==> src/design/awsc_defs.vh <==
`ifndef AWSC_DEFS_VH
`define AWSC_DEFS_VH
// Register indices; byte address is four times the index
`define AWSC_IDX_GEN_CTRL   5'h00
`define AWSC_IDX_ACC_CTRL   5'h01
`define AWSC_IDX_REF_CTRL   5'h02
`define AWSC_IDX_DLY_CTRL   5'h03
`define AWSC_IDX_WIN_CTRL   5'h04
`define AWSC_IDX_SAMP_CTRL  5'h05
`define AWSC_IDX_CHAN_SEL   5'h06
`define AWSC_IDX_CMD        5'h08
`define AWSC_IDX_EVT_CTRL   5'h09
`define AWSC_IDX_INT_EN     5'h0a
`define AWSC_IDX_INT_FLAG   5'h0b
`define AWSC_IDX_DBG_CTRL   5'h0c
`define AWSC_IDX_SCRATCH    5'h0d
`define AWSC_IDX_RESULT     5'h10
`define AWSC_IDX_LOW_THR    5'h12
`define AWSC_IDX_HIGH_THR   5'h14
`define AWSC_IDX_TRIM       5'h16
// Writable bit masks; reserved bits read zero
`define AWSC_MSK_GEN_CTRL   8'h87
`define AWSC_MSK_ACC_CTRL   8'h07
`define AWSC_MSK_REF_CTRL   8'h77
`define AWSC_MSK_WIN_CTRL   8'h07
`define AWSC_MSK_SAMP_CTRL  8'h1f
`define AWSC_MSK_CHAN_SEL   8'h1f
`define AWSC_MSK_BIT0       8'h01
`define AWSC_MSK_INT        8'h03
// Field positions
`define AWSC_B_ENABLE       0
`define AWSC_B_CONTINUOUS   1
`define AWSC_B_RES8         2
`define AWSC_B_STBY_RUN     7
`define AWSC_B_RDY          0
`define AWSC_B_WIN          1
// Window mode codes
`define AWSC_WM_OFF         3'h0
`define AWSC_WM_BELOW       3'h1
`define AWSC_WM_ABOVE       3'h2
`define AWSC_WM_INSIDE      3'h3
`define AWSC_WM_OUTSIDE     3'h4
// Accumulation and delay codes
`define AWSC_ACC_RSVD       3'h7
`define AWSC_DLY_NONE       3'h0
`define AWSC_DLY_MAX        3'h5
`define AWSC_DLY_BASE       9'h008
// Fixed part of one conversion in converter clocks
`define AWSC_CONV_BASE      9'h00d
// Reset value of all registers
`define AWSC_RST8           8'h00
`define AWSC_RST16          16'h0000
`endif

==> src/design/awsc_prescaler.v <==
`timescale 1ns/1ps
`default_nettype none
// Converter clock enable: one tick every 2^(code+1) system clocks
module awsc_prescaler #(
  parameter CNT_W = 8
) (
  input  wire             clk_sys,
  input  wire             sys_rst,
  input  wire             ce,
  input  wire [2:0]       div_code,
  output reg              tick_ff
);
  reg  [CNT_W-1:0] cnt_ff;      // Free running divider
  wire [CNT_W-1:0] nxt_cnt;     // Next divider value
  wire [CNT_W-1:0] lim;         // Terminal count

  assign nxt_cnt = cnt_ff + {{(CNT_W-1){1'b0}}, 1'b1};
  assign lim = (({{(CNT_W-1){1'b0}}, 1'b1} << div_code) << 1) - {{(CNT_W-1){1'b0}}, 1'b1};

  // Count and emit one-cycle tick at terminal count
  always @(posedge clk_sys) begin
    if (sys_rst) begin
      cnt_ff  <= {CNT_W{1'b0}};
      tick_ff <= 1'b0;
    end else if (ce) begin
      tick_ff <= (cnt_ff >= lim);
      cnt_ff  <= (cnt_ff >= lim) ? {CNT_W{1'b0}} : nxt_cnt;
    end
  end
endmodule // awsc_prescaler
`default_nettype wire

==> src/design/awsc_top.v <==
// Behaviour
// - Compare below, above, inside, outside thresholds
// - Thresholds come from the two threshold registers
// - Window modes 1 to 4 enable comparator
// - Compare only final accumulated result once
// - Event trigger starts conversion when enabled
// - Result event pulse is one clock
// - Flags set on result and window match
// - Interrupt while flag and enable set
// - Standby halts converter unless run enabled
// - Standby with run lets conversion finish
// - Standby requests clock only while start bit set or converting
// - Event edge sets start bit, completion clears unless continuous
// - Power-down pauses conversion, resumes after wake
// - Start bit and event enable bit registers
// - Conversion begins on next converter clock
// - Continuous mode restarts after each completion
// - Accumulate one to 64 results
// - Initialization delay 0 to 256 converter clocks
//
// The APB slave port was decided locally.
`timescale 1ns/1ps
`default_nettype none
`include "awsc_defs.vh"
module awsc_top #(
  parameter ADDR_W = 7,
  parameter DATA_W = 10
) (
  input  wire              clk_sys,
  input  wire              sys_rst,
  input  wire              ce,
  input  wire              psel,
  input  wire              penable,
  input  wire              pwrite,
  input  wire [ADDR_W-1:0] paddr,
  input  wire [31:0]       pwdata,
  output reg  [31:0]       prdata_ff,
  output reg               pready_ff,
  output reg               pslverr_ff,
  input  wire              event_trigger,
  input  wire [DATA_W-1:0] sample_data,
  input  wire              standby_sleep,
  input  wire              power_down_sleep,
  output reg               result_event_ff,
  output reg               irq_ff,
  output reg               clk_request_ff
);
  localparam ST_IDLE = 2'b00;  // Waiting for start
  localparam ST_INIT = 2'b01;  // Initialization delay
  localparam ST_CONV = 2'b10;  // Converting one sample
  // Register storage
  reg  [7:0]  gen_ctrl_ff;     // Enable, continuous, resolution, standby run
  reg  [7:0]  acc_ctrl_ff;     // Accumulation count
  reg  [7:0]  ref_ctrl_ff;     // Reference and prescaler
  reg  [7:0]  dly_ctrl_ff;     // Init delay and sample delay
  reg  [7:0]  win_ctrl_ff;     // Window mode select
  reg  [7:0]  samp_ctrl_ff;    // Sample length
  reg  [7:0]  chan_sel_ff;     // Input channel
  reg         start_conv_ff;   // Start conversion bit
  reg         evt_start_en_ff; // Event start enable
  reg  [1:0]  int_en_ff;       // Interrupt enables
  reg  [1:0]  flags_ff;        // Interrupt flag bits
  reg         dbg_run_ff;      // Debug run bit
  reg  [7:0]  scratch_ff;      // Scratch byte
  reg  [15:0] result_ff;       // Conversion result
  reg  [15:0] low_thr_ff;      // Low threshold
  reg  [15:0] high_thr_ff;     // High threshold
  reg  [7:0]  trim_ff;         // Duty cycle trim
  // Conversion engine state
  reg  [1:0]  state_ff;        // Engine state
  reg  [8:0]  cnt_ff;          // Converter clock counter
  reg  [6:0]  acc_num_ff;      // Samples taken so far
  reg  [15:0] acc_ff;          // Running sum
  reg         need_init_ff;    // Init delay pending
  // Event trigger synchroniser and edge detect
  reg         evt_s1_ff;       // First stage, read only by second
  reg         evt_s2_ff;       // Second stage
  reg         evt_prev_ff;     // Previous synchronised level
  // Next values
  reg  [1:0]  nxt_state;
  reg  [8:0]  nxt_cnt;
  reg  [6:0]  nxt_acc_num;
  reg  [15:0] nxt_acc;
  reg         conv_done;       // Final result this cycle
  reg         win_hit;         // Window condition met
  reg  [15:0] final_sum;       // Completed accumulated value
  reg  [31:0] rd_data;         // Read mux value
  reg         rd_err;          // Unmapped address
  wire        tick;            // Converter clock enable
  wire        enabled;
  wire        run_ok;          // Converter may advance
  wire        evt_rise;
  wire        access;          // Completing APB access
  wire        wr;
  wire [4:0]  idx;
  wire        aligned;
  wire [15:0] sample_val;      // Sample after resolution select
  wire [6:0]  acc_target;      // Samples per conversion
  wire [8:0]  conv_len;        // Converter clocks per sample
  wire [8:0]  init_len;        // Init delay length
  wire [2:0]  win_mode;
  // Converter clock tick from the prescaler
  awsc_prescaler #(.CNT_W(8)) u_presc (
    .clk_sys(clk_sys), .sys_rst(sys_rst), .ce(ce),
    .div_code(ref_ctrl_ff[2:0]), .tick_ff(tick));
  assign enabled  = gen_ctrl_ff[`AWSC_B_ENABLE];
  // Halted by power-down, or by standby without run enable
  assign run_ok   = enabled & ~power_down_sleep &
                    ~(standby_sleep & ~gen_ctrl_ff[`AWSC_B_STBY_RUN]);
  assign evt_rise = evt_s2_ff & ~evt_prev_ff;
  assign access   = psel & penable & pready_ff;
  assign wr       = access & pwrite & aligned;
  assign idx      = paddr[6:2];
  assign aligned  = (paddr[1:0] == 2'b00);
  assign win_mode = win_ctrl_ff[2:0];
  // Eight-bit resolution drops the two low bits
  assign sample_val = gen_ctrl_ff[`AWSC_B_RES8] ?
                      {8'h00, sample_data[DATA_W-1:DATA_W-8]} :
                      {{(16-DATA_W){1'b0}}, sample_data};
  // Power of two sample count, reserved code means one
  assign acc_target = (acc_ctrl_ff[2:0] == `AWSC_ACC_RSVD) ? 7'h01 :
                      (7'h01 << acc_ctrl_ff[2:0]);
  assign conv_len = `AWSC_CONV_BASE + {4'h0, samp_ctrl_ff[4:0]} +
                    {5'h00, dly_ctrl_ff[3:0]};
  // Code 0 no delay, codes 1..5 give 16..256, reserved as none
  assign init_len = (dly_ctrl_ff[7:5] == `AWSC_DLY_NONE ||
                     dly_ctrl_ff[7:5] > `AWSC_DLY_MAX) ? 9'h000 :
                    (`AWSC_DLY_BASE << dly_ctrl_ff[7:5]);
  // Synchronise external trigger
  always @(posedge clk_sys) begin
    if (sys_rst) begin
      evt_s1_ff   <= 1'b0;
      evt_s2_ff   <= 1'b0;
      evt_prev_ff <= 1'b0;
    end else if (ce) begin
      evt_s1_ff   <= event_trigger;
      evt_s2_ff   <= evt_s1_ff;
      evt_prev_ff <= evt_s2_ff;
    end
  end
  // Window comparator on the final sum
  always @* begin
    final_sum = acc_ff + sample_val;
    case (win_mode)
      `AWSC_WM_BELOW:   win_hit = (final_sum < low_thr_ff);
      `AWSC_WM_ABOVE:   win_hit = (final_sum > high_thr_ff);
      `AWSC_WM_INSIDE:  win_hit = (final_sum > low_thr_ff) &&
                                  (final_sum < high_thr_ff);
      `AWSC_WM_OUTSIDE: win_hit = (final_sum < low_thr_ff) ||
                                  (final_sum > high_thr_ff);
      default:          win_hit = 1'b0;
    endcase
  end
  // Conversion engine next state
  always @* begin
    nxt_state   = state_ff;
    nxt_cnt     = cnt_ff;
    nxt_acc_num = acc_num_ff;
    nxt_acc     = acc_ff;
    conv_done   = 1'b0;
    case (state_ff)
      ST_IDLE: begin
        // Start only on a converter clock edge
        if (start_conv_ff && run_ok && tick) begin
          nxt_cnt     = 9'h001;
          nxt_acc_num = 7'h00;
          nxt_acc     = 16'h0000;
          nxt_state = (need_init_ff && init_len != 9'h000) ? ST_INIT : ST_CONV;
        end
      end
      ST_INIT: begin
        // Paused while halted
        if (run_ok && tick) begin
          if (cnt_ff >= init_len) begin
            nxt_state = ST_CONV;
            nxt_cnt   = 9'h001;
          end else begin
            nxt_cnt = cnt_ff + 9'h001;
          end
        end
      end
      ST_CONV: begin
        // Halted conversion resumes where it stopped
        if (run_ok && tick) begin
          if (cnt_ff >= conv_len) begin
            nxt_cnt = 9'h001;
            if (acc_num_ff + 7'h01 >= acc_target) begin
              conv_done = 1'b1;
              nxt_state = ST_IDLE;
              if (gen_ctrl_ff[`AWSC_B_CONTINUOUS]) begin
                nxt_state   = ST_CONV;
                nxt_acc_num = 7'h00;
                nxt_acc     = 16'h0000;
              end
            end else begin
              nxt_acc_num = acc_num_ff + 7'h01;
              nxt_acc     = final_sum;
            end
          end else begin
            nxt_cnt = cnt_ff + 9'h001;
          end
        end
      end
      default: begin
        nxt_state = ST_IDLE;
      end
    endcase
  end
  // Engine registers; disable aborts the conversion
  always @(posedge clk_sys) begin
    if (sys_rst) begin
      state_ff     <= ST_IDLE;
      cnt_ff       <= 9'h000;
      acc_num_ff   <= 7'h00;
      acc_ff       <= `AWSC_RST16;
      need_init_ff <= 1'b1;
    end else if (ce) begin
      if (!enabled) begin
        state_ff     <= ST_IDLE;
        need_init_ff <= 1'b1;
      end else begin
        state_ff   <= nxt_state;
        cnt_ff     <= nxt_cnt;
        acc_num_ff <= nxt_acc_num;
        acc_ff     <= nxt_acc;
        if (state_ff == ST_INIT && nxt_state == ST_CONV) begin
          need_init_ff <= 1'b0;
        end
        // Standby seen while idle repeats the init delay on the next start
        if (standby_sleep && state_ff == ST_IDLE) begin
          need_init_ff <= 1'b1;
        end
      end
    end
  end
  // Read mux
  always @* begin
    rd_data = 32'h0000_0000;
    rd_err  = 1'b0;
    case (idx)
      `AWSC_IDX_GEN_CTRL:  rd_data[7:0]  = gen_ctrl_ff;
      `AWSC_IDX_ACC_CTRL:  rd_data[7:0]  = acc_ctrl_ff;
      `AWSC_IDX_REF_CTRL:  rd_data[7:0]  = ref_ctrl_ff;
      `AWSC_IDX_DLY_CTRL:  rd_data[7:0]  = dly_ctrl_ff;
      `AWSC_IDX_WIN_CTRL:  rd_data[7:0]  = win_ctrl_ff;
      `AWSC_IDX_SAMP_CTRL: rd_data[7:0]  = samp_ctrl_ff;
      `AWSC_IDX_CHAN_SEL:  rd_data[7:0]  = chan_sel_ff;
      `AWSC_IDX_CMD:       rd_data[0]    = start_conv_ff;
      `AWSC_IDX_EVT_CTRL:  rd_data[0]    = evt_start_en_ff;
      `AWSC_IDX_INT_EN:    rd_data[1:0]  = int_en_ff;
      `AWSC_IDX_INT_FLAG:  rd_data[1:0]  = flags_ff;
      `AWSC_IDX_DBG_CTRL:  rd_data[0]    = dbg_run_ff;
      `AWSC_IDX_SCRATCH:   rd_data[7:0]  = scratch_ff;
      `AWSC_IDX_RESULT:    rd_data[15:0] = result_ff;
      `AWSC_IDX_LOW_THR:   rd_data[15:0] = low_thr_ff;
      `AWSC_IDX_HIGH_THR:  rd_data[15:0] = high_thr_ff;
      `AWSC_IDX_TRIM:      rd_data[7:0]  = trim_ff;
      default:             rd_err        = 1'b1;
    endcase
    if (!aligned) begin
      rd_data = 32'h0000_0000;
      rd_err  = 1'b1;
    end
  end
  // APB slave: one wait state, write lands when pready is sampled
  always @(posedge clk_sys) begin
    if (sys_rst) begin
      pready_ff  <= 1'b0;
      pslverr_ff <= 1'b0;
      prdata_ff  <= 32'h0000_0000;
    end else if (ce) begin
      if (access) begin
        pready_ff  <= 1'b0;
        pslverr_ff <= 1'b0;
        prdata_ff  <= 32'h0000_0000;
      end else if (psel && penable) begin
        pready_ff  <= 1'b1;
        pslverr_ff <= rd_err;
        prdata_ff  <= pwrite ? 32'h0000_0000 : rd_data;
      end
    end
  end
  // Software register writes
  always @(posedge clk_sys) begin
    if (sys_rst) begin
      gen_ctrl_ff     <= `AWSC_RST8;
      acc_ctrl_ff     <= `AWSC_RST8;
      ref_ctrl_ff     <= `AWSC_RST8;
      dly_ctrl_ff     <= `AWSC_RST8;
      win_ctrl_ff     <= `AWSC_RST8;
      samp_ctrl_ff    <= `AWSC_RST8;
      chan_sel_ff     <= `AWSC_RST8;
      evt_start_en_ff <= 1'b0;
      int_en_ff       <= 2'b00;
      dbg_run_ff      <= 1'b0;
      scratch_ff      <= `AWSC_RST8;
      low_thr_ff      <= `AWSC_RST16;
      high_thr_ff     <= `AWSC_RST16;
      trim_ff         <= `AWSC_RST8;
    end else if (ce && wr) begin
      case (idx)
        `AWSC_IDX_GEN_CTRL:  gen_ctrl_ff  <= pwdata[7:0] & `AWSC_MSK_GEN_CTRL;
        `AWSC_IDX_ACC_CTRL:  acc_ctrl_ff  <= pwdata[7:0] & `AWSC_MSK_ACC_CTRL;
        `AWSC_IDX_REF_CTRL:  ref_ctrl_ff  <= pwdata[7:0] & `AWSC_MSK_REF_CTRL;
        `AWSC_IDX_DLY_CTRL:  dly_ctrl_ff  <= pwdata[7:0];
        `AWSC_IDX_WIN_CTRL:  win_ctrl_ff  <= pwdata[7:0] & `AWSC_MSK_WIN_CTRL;
        `AWSC_IDX_SAMP_CTRL: samp_ctrl_ff <= pwdata[7:0] & `AWSC_MSK_SAMP_CTRL;
        `AWSC_IDX_CHAN_SEL:  chan_sel_ff  <= pwdata[7:0] & `AWSC_MSK_CHAN_SEL;
        `AWSC_IDX_EVT_CTRL:  evt_start_en_ff <= pwdata[0];
        `AWSC_IDX_INT_EN:    int_en_ff    <= pwdata[1:0];
        `AWSC_IDX_DBG_CTRL:  dbg_run_ff   <= pwdata[0];
        `AWSC_IDX_SCRATCH:   scratch_ff   <= pwdata[7:0];
        `AWSC_IDX_LOW_THR:   low_thr_ff   <= pwdata[15:0];
        `AWSC_IDX_HIGH_THR:  high_thr_ff  <= pwdata[15:0];
        `AWSC_IDX_TRIM:      trim_ff      <= pwdata[7:0] & `AWSC_MSK_BIT0;
        default: ;
      endcase
    end
  end
  // Start bit: software or event edge sets, completion clears unless continuous
  always @(posedge clk_sys) begin
    if (sys_rst) begin
      start_conv_ff <= 1'b0;
    end else if (ce) begin
      if (wr && idx == `AWSC_IDX_CMD && pwdata[0]) begin
        start_conv_ff <= 1'b1;
      end else if (evt_start_en_ff && evt_rise && enabled) begin
        start_conv_ff <= 1'b1;
      end else if (!enabled) begin
        start_conv_ff <= 1'b0;
      end else if (conv_done && !gen_ctrl_ff[`AWSC_B_CONTINUOUS]) begin
        start_conv_ff <= 1'b0;
      end else if (wr && idx == `AWSC_IDX_CMD && state_ff == ST_IDLE) begin
        start_conv_ff <= 1'b0;
      end
    end
  end
  // Result, flags, event pulse, interrupt and clock request
  always @(posedge clk_sys) begin
    if (sys_rst) begin
      result_ff       <= `AWSC_RST16;
      flags_ff        <= 2'b00;
      result_event_ff <= 1'b0;
      irq_ff          <= 1'b0;
      clk_request_ff  <= 1'b0;
    end else if (ce) begin
      if (conv_done) result_ff <= final_sum;
      // Hardware set wins over software clear
      flags_ff[`AWSC_B_RDY] <= conv_done |
        (flags_ff[`AWSC_B_RDY] &
         ~(wr && idx == `AWSC_IDX_INT_FLAG && pwdata[`AWSC_B_RDY]));
      flags_ff[`AWSC_B_WIN] <= (conv_done & win_hit) |
        (flags_ff[`AWSC_B_WIN] &
         ~(wr && idx == `AWSC_IDX_INT_FLAG && pwdata[`AWSC_B_WIN]));
      result_event_ff <= conv_done & enabled;
      irq_ff <= |(flags_ff & int_en_ff);
      // Standby asks for the clock only while work is pending
      if (standby_sleep) begin
        clk_request_ff <= enabled & (start_conv_ff | (state_ff != ST_IDLE));
      end else begin
        clk_request_ff <= enabled;
      end
    end
  end
endmodule // awsc_top
`default_nettype wire

==> config.mk <==
export PLATFORM = sky130hd
export DESIGN_NAME = awsc_top
export DESIGN_NICKNAME = d
export VERILOG_FILES = /design/src/design/awsc_prescaler.v /design/src/design/awsc_top.v
export VERILOG_INCLUDE_DIRS = /design/src /design/src/design
export SDC_FILE = /design/constraint.sdc
export NUM_CORES = 1
export LEC_CHECK = 0
export BUFFER_PORTS_ARGS = -buffer_cell sky130_fd_sc_hd__buf_4
export CAP_MARGIN = 0
export CORE_UTILIZATION = 45
export CTS_CLUSTER_DIAMETER = 50
export DETAILED_ROUTE_END_ITERATION = 8
export PLACE_DENSITY = 0.7
export SYNTH_ARGS = -nofsm -noshare
export SYNTH_HDL_FRONTEND = slang
export SYNTH_SLANG_ARGS = --single-unit
==> constraint.sdc <==
create_clock -name clk_sys -period 5.45 [get_ports clk_sys]
set_input_delay 1.09 -clock clk_sys [delete_from_list [all_inputs] [get_ports clk_sys]]
set_output_delay 1.09 -clock clk_sys [all_outputs]
set_load 0.005 [all_outputs]
==> flow_metrics.env <==
export IMPL_n_antenna_cell=0
export IMPL_ir_worst_vdd_mv=0.162
export IMPL_r2r_start="gen_ctrl_ff[2]"
export IMPL_worstSetupPathType="reg -> reg"
export IMPL_ioPinCount=95
export IMPL_ys_ff_latch=166
export IMPL_die_y_um=150
export IMPL_wl_per_cell_um=16.9
export IMPL_drc_errors=0
export IMPL_dp_hpwl_mm=18.7
export IMPL_worst_slack_ns=0.608
export IMPL_finalCritPeriodShare_pct=88.8
export IMPL_pre_cts_slack_ns=0.261
export IMPL_r2r_end="flags_ff[1]"
export IMPL_gr_total_overflow=0
export IMPL_area_delta_synth_final_pct=12.4
export IMPL_min_to="scratch_ff[5]"
export IMPL_htreeDepth=4
export IMPL_grt_util_met2_pct=40.9
export IMPL_synth_top_area_share_pct=33.8
export IMPL_crit_top_cell="ha_1"
export IMPL_vias_per_cell=5.71
export IMPL_synth_area_top_cells="dfxtp_1 (34%), ha_1 (11%), nand2_1 (7.6%)"
export IMPL_skew_ns=0.0125
export IMPL_clock_path_buffers=2
export IMPL_nets=1396
export IMPL_max_stage_delay_ns=0.65
export IMPL_syn_inst=1225
export IMPL_crit_family="compound AO/OA/AOI/OAI gates"
export IMPL_synth_cell_types=80
export IMPL_p_per_area_nw_per_um2=241
export IMPL_hold_buffers=0
export IMPL_path_buf_inv=1
export IMPL_track_usage_pct=24.0
export IMPL_drv_cap=0
export IMPL_clock_sinks=166
export IMPL_total_power_uw=2660
export IMPL_syn_area_per_cell_um2=8.03
export IMPL_finalSetupViolCount=0
export IMPL_via_count=8788
export IMPL_fin_tns_setup_ns=0
export IMPL_reg2reg_depth=16
export IMPL_min_from="scratch_ff[5]"
export IMPL_drtAntennaViolNets=0
export IMPL_cts_resized=0
export IMPL_start_util_pct=46.4
export IMPL_r2r_slack_ns=0.61
export IMPL_grt_pass1_vias=8410
export IMPL_gp_congestion=0.931
export IMPL_crit_path_end_kind="flop"
export IMPL_hold_path_class="reg -> reg"
export IMPL_hold_viol=0
export IMPL_synthesis_area_um2=9840
export IMPL_grt_use_met1_pct=30.1
export IMPL_async_flop_share_pct=0
export IMPL_grt_max_degree=74
export IMPL_synth_edff_count=0
export IMPL_critPathMaxFanout=12
export IMPL_drive_above_1_share_pct=11.5
export IMPL_startpoint="gen_ctrl_ff[2]"
export IMPL_cts_root_buf="clkbuf_16"
export IMPL_dr_pass1_iters=6
export IMPL_crit_chain="mux2_2, ha_1, inv_1, o211ai_1, a2111oi_2, o31ai_2, nand3_1, xnor2_1, ha_1, nand4_1, nor2_1, a22o_1, or4_1, o31a_1, a2bb2oi_1, o31ai_1"
export IMPL_maxSlewViolCount=0
export IMPL_dieArea_um2=22500
export IMPL_core_area_um2=21200
export IMPL_drt_total_wl_mm=26.0
export IMPL_ys_top_cells_by_count="nand2_1 (199), dfxtp_1 (166), a21oi_1 (114)"
export IMPL_antenna_found_initial=0
export IMPL_relSlewSlack_pct=21.5
export IMPL_cp_slowest_cell="dfxtp_1"
export IMPL_rsz0062_at_grt="no"
export IMPL_gr_usage_met3_pct=4.66
export IMPL_clock_fmax_mhz=207
export IMPL_clk_pin_slew_ns=0.07
export IMPL_numPortBuffers=62
export IMPL_yosysTopAreaCell="dfxtp_1"
export IMPL_clk_latency_ns=0.44
export IMPL_required_ns=5.78
export IMPL_synth_top_flop_cell="dfxtp_1"
export IMPL_leakage_uw=0.00423
export IMPL_start_kind="flop"
export IMPL_worstPathArrival_ns=5.17
export IMPL_fin_crit_ns=4.84
export IMPL_fin_util_pct=52.1
export IMPL_cts_setup_buffers=0
export IMPL_min_path_cells=2
export IMPL_synth_seq_area_share_pct=33.8
export IMPL_cts_tree="yes"
export IMPL_status="finished, final reports clean"
export IMPL_fp_row_count=53
export IMPL_synth_warnings=0
export IMPL_synth_most_common_cell="nand2_1"
export IMPL_worstMarginPinSlew_ns=1.17
export IMPL_die_w_um=150
export IMPL_grt_pass1_wl_mm=42.5
export IMPL_busiest_layer="met2"
export IMPL_cts_buffers=17
export IMPL_drt_initial_drc_count=690
export IMPL_holdWs_ns=0.459
==> cells in the final DEF, fill, tap and decap left out, types with 10 or more instances in the layout <==
master and instances:
clkbuf_16 17, nor2_1 79, mux2_2 11, nand2_1 199, o21a_1 11, a21o_1 10
o21ai_0 29, nand3_1 56, a22o_1 15, dfxtp_1 166, a22oi_1 34, inv_1 72
ha_1 85, buf_4 78, nor3_1 26, xnor2_1 20, mux2i_1 24, nand4_1 15
conb_1 17, o211ai_1 10, a21oi_1 114, xor2_1 20
==> metrics by stage <==
stage | std cells | instance area [µm²]
after floorplan | 1240 | 9890
after global placement | 1507 | 10400
after detailed placement | 1507 | 10400
after CTS | 1539 | 11100
after global routing | 1539 | 11100
final | 1539 | 11100
==> where the power goes <==
part           internal [µW]  switching, µW  total (µW)
Sequential              1220           4.29        1220
Combinational           59.7            103         163
Clock                    712            566        1280
Total                   1990            674        2660
==> layout make-up <==
cell class	instances	area (µm²)
fillers	2019	10200
multi-input cells	915	5910
flip-flops and latches	166	3320
repair buffers	78	586
clock buffers	18	439
well taps	275	344
inverters	73	274
clock inverters	14	185
==> kinds of logic after synthesis <==
family / synth area share [%]
and+or+nand+nor: 21.5
AOI/OAI and AO/OA: 19.1
DFF: 33.8
buffers and inverters: 6.93
adders and majority gates: 11.3
xor gates and xnor gates: 3.56
muxes: 3.70
other: 0.0763
==> worst reg2reg max path, cell delays in order (launching register included) <==
cell and delay [ns]:
dfxtp_1 0.65, mux2_2 0.40, ha_1 0.33, inv_1 0.06, o211ai_1 0.27, a2111oi_2 0.14
o31ai_2 0.50, nand3_1 0.22, xnor2_1 0.35, ha_1 0.31, nand4_1 0.17, nor2_1 0.07
a22o_1 0.17, or4_1 0.45, o31a_1 0.33, a2bb2oi_1 0.15, o31ai_1 0.18
==> worst max-delay path by stage <==
stage                              to  slack [ns]  depth (start not counted)
after floorplan           flags_ff[1]        0.80                         16
after global placement    flags_ff[1]        0.31                         18
final                     flags_ff[1]        0.61                         16
after detailed placement  flags_ff[1]        0.26                         17
after global routing      flags_ff[1]        0.35                         16
after CTS                 flags_ff[1]        0.65                         16
==> metal layers <==
layer / vias to the layer above / wire length (µm)
met5: - / 0
met4: 0 / 605
met3: 44 / 1610
met2: 268 / 12200
met1: 4125 / 11500
li1: 4351 / -
==> flip-flops by register name (all words and copies together), names as in the netlist, 9 cells and up <==
name,count
low_thr_ff,16
result_ff,16
high_thr_ff,16
cnt_ff,9
prdata_ff,16
acc_ff,16
Note: power is estimated with default switching activity, not from simulation.
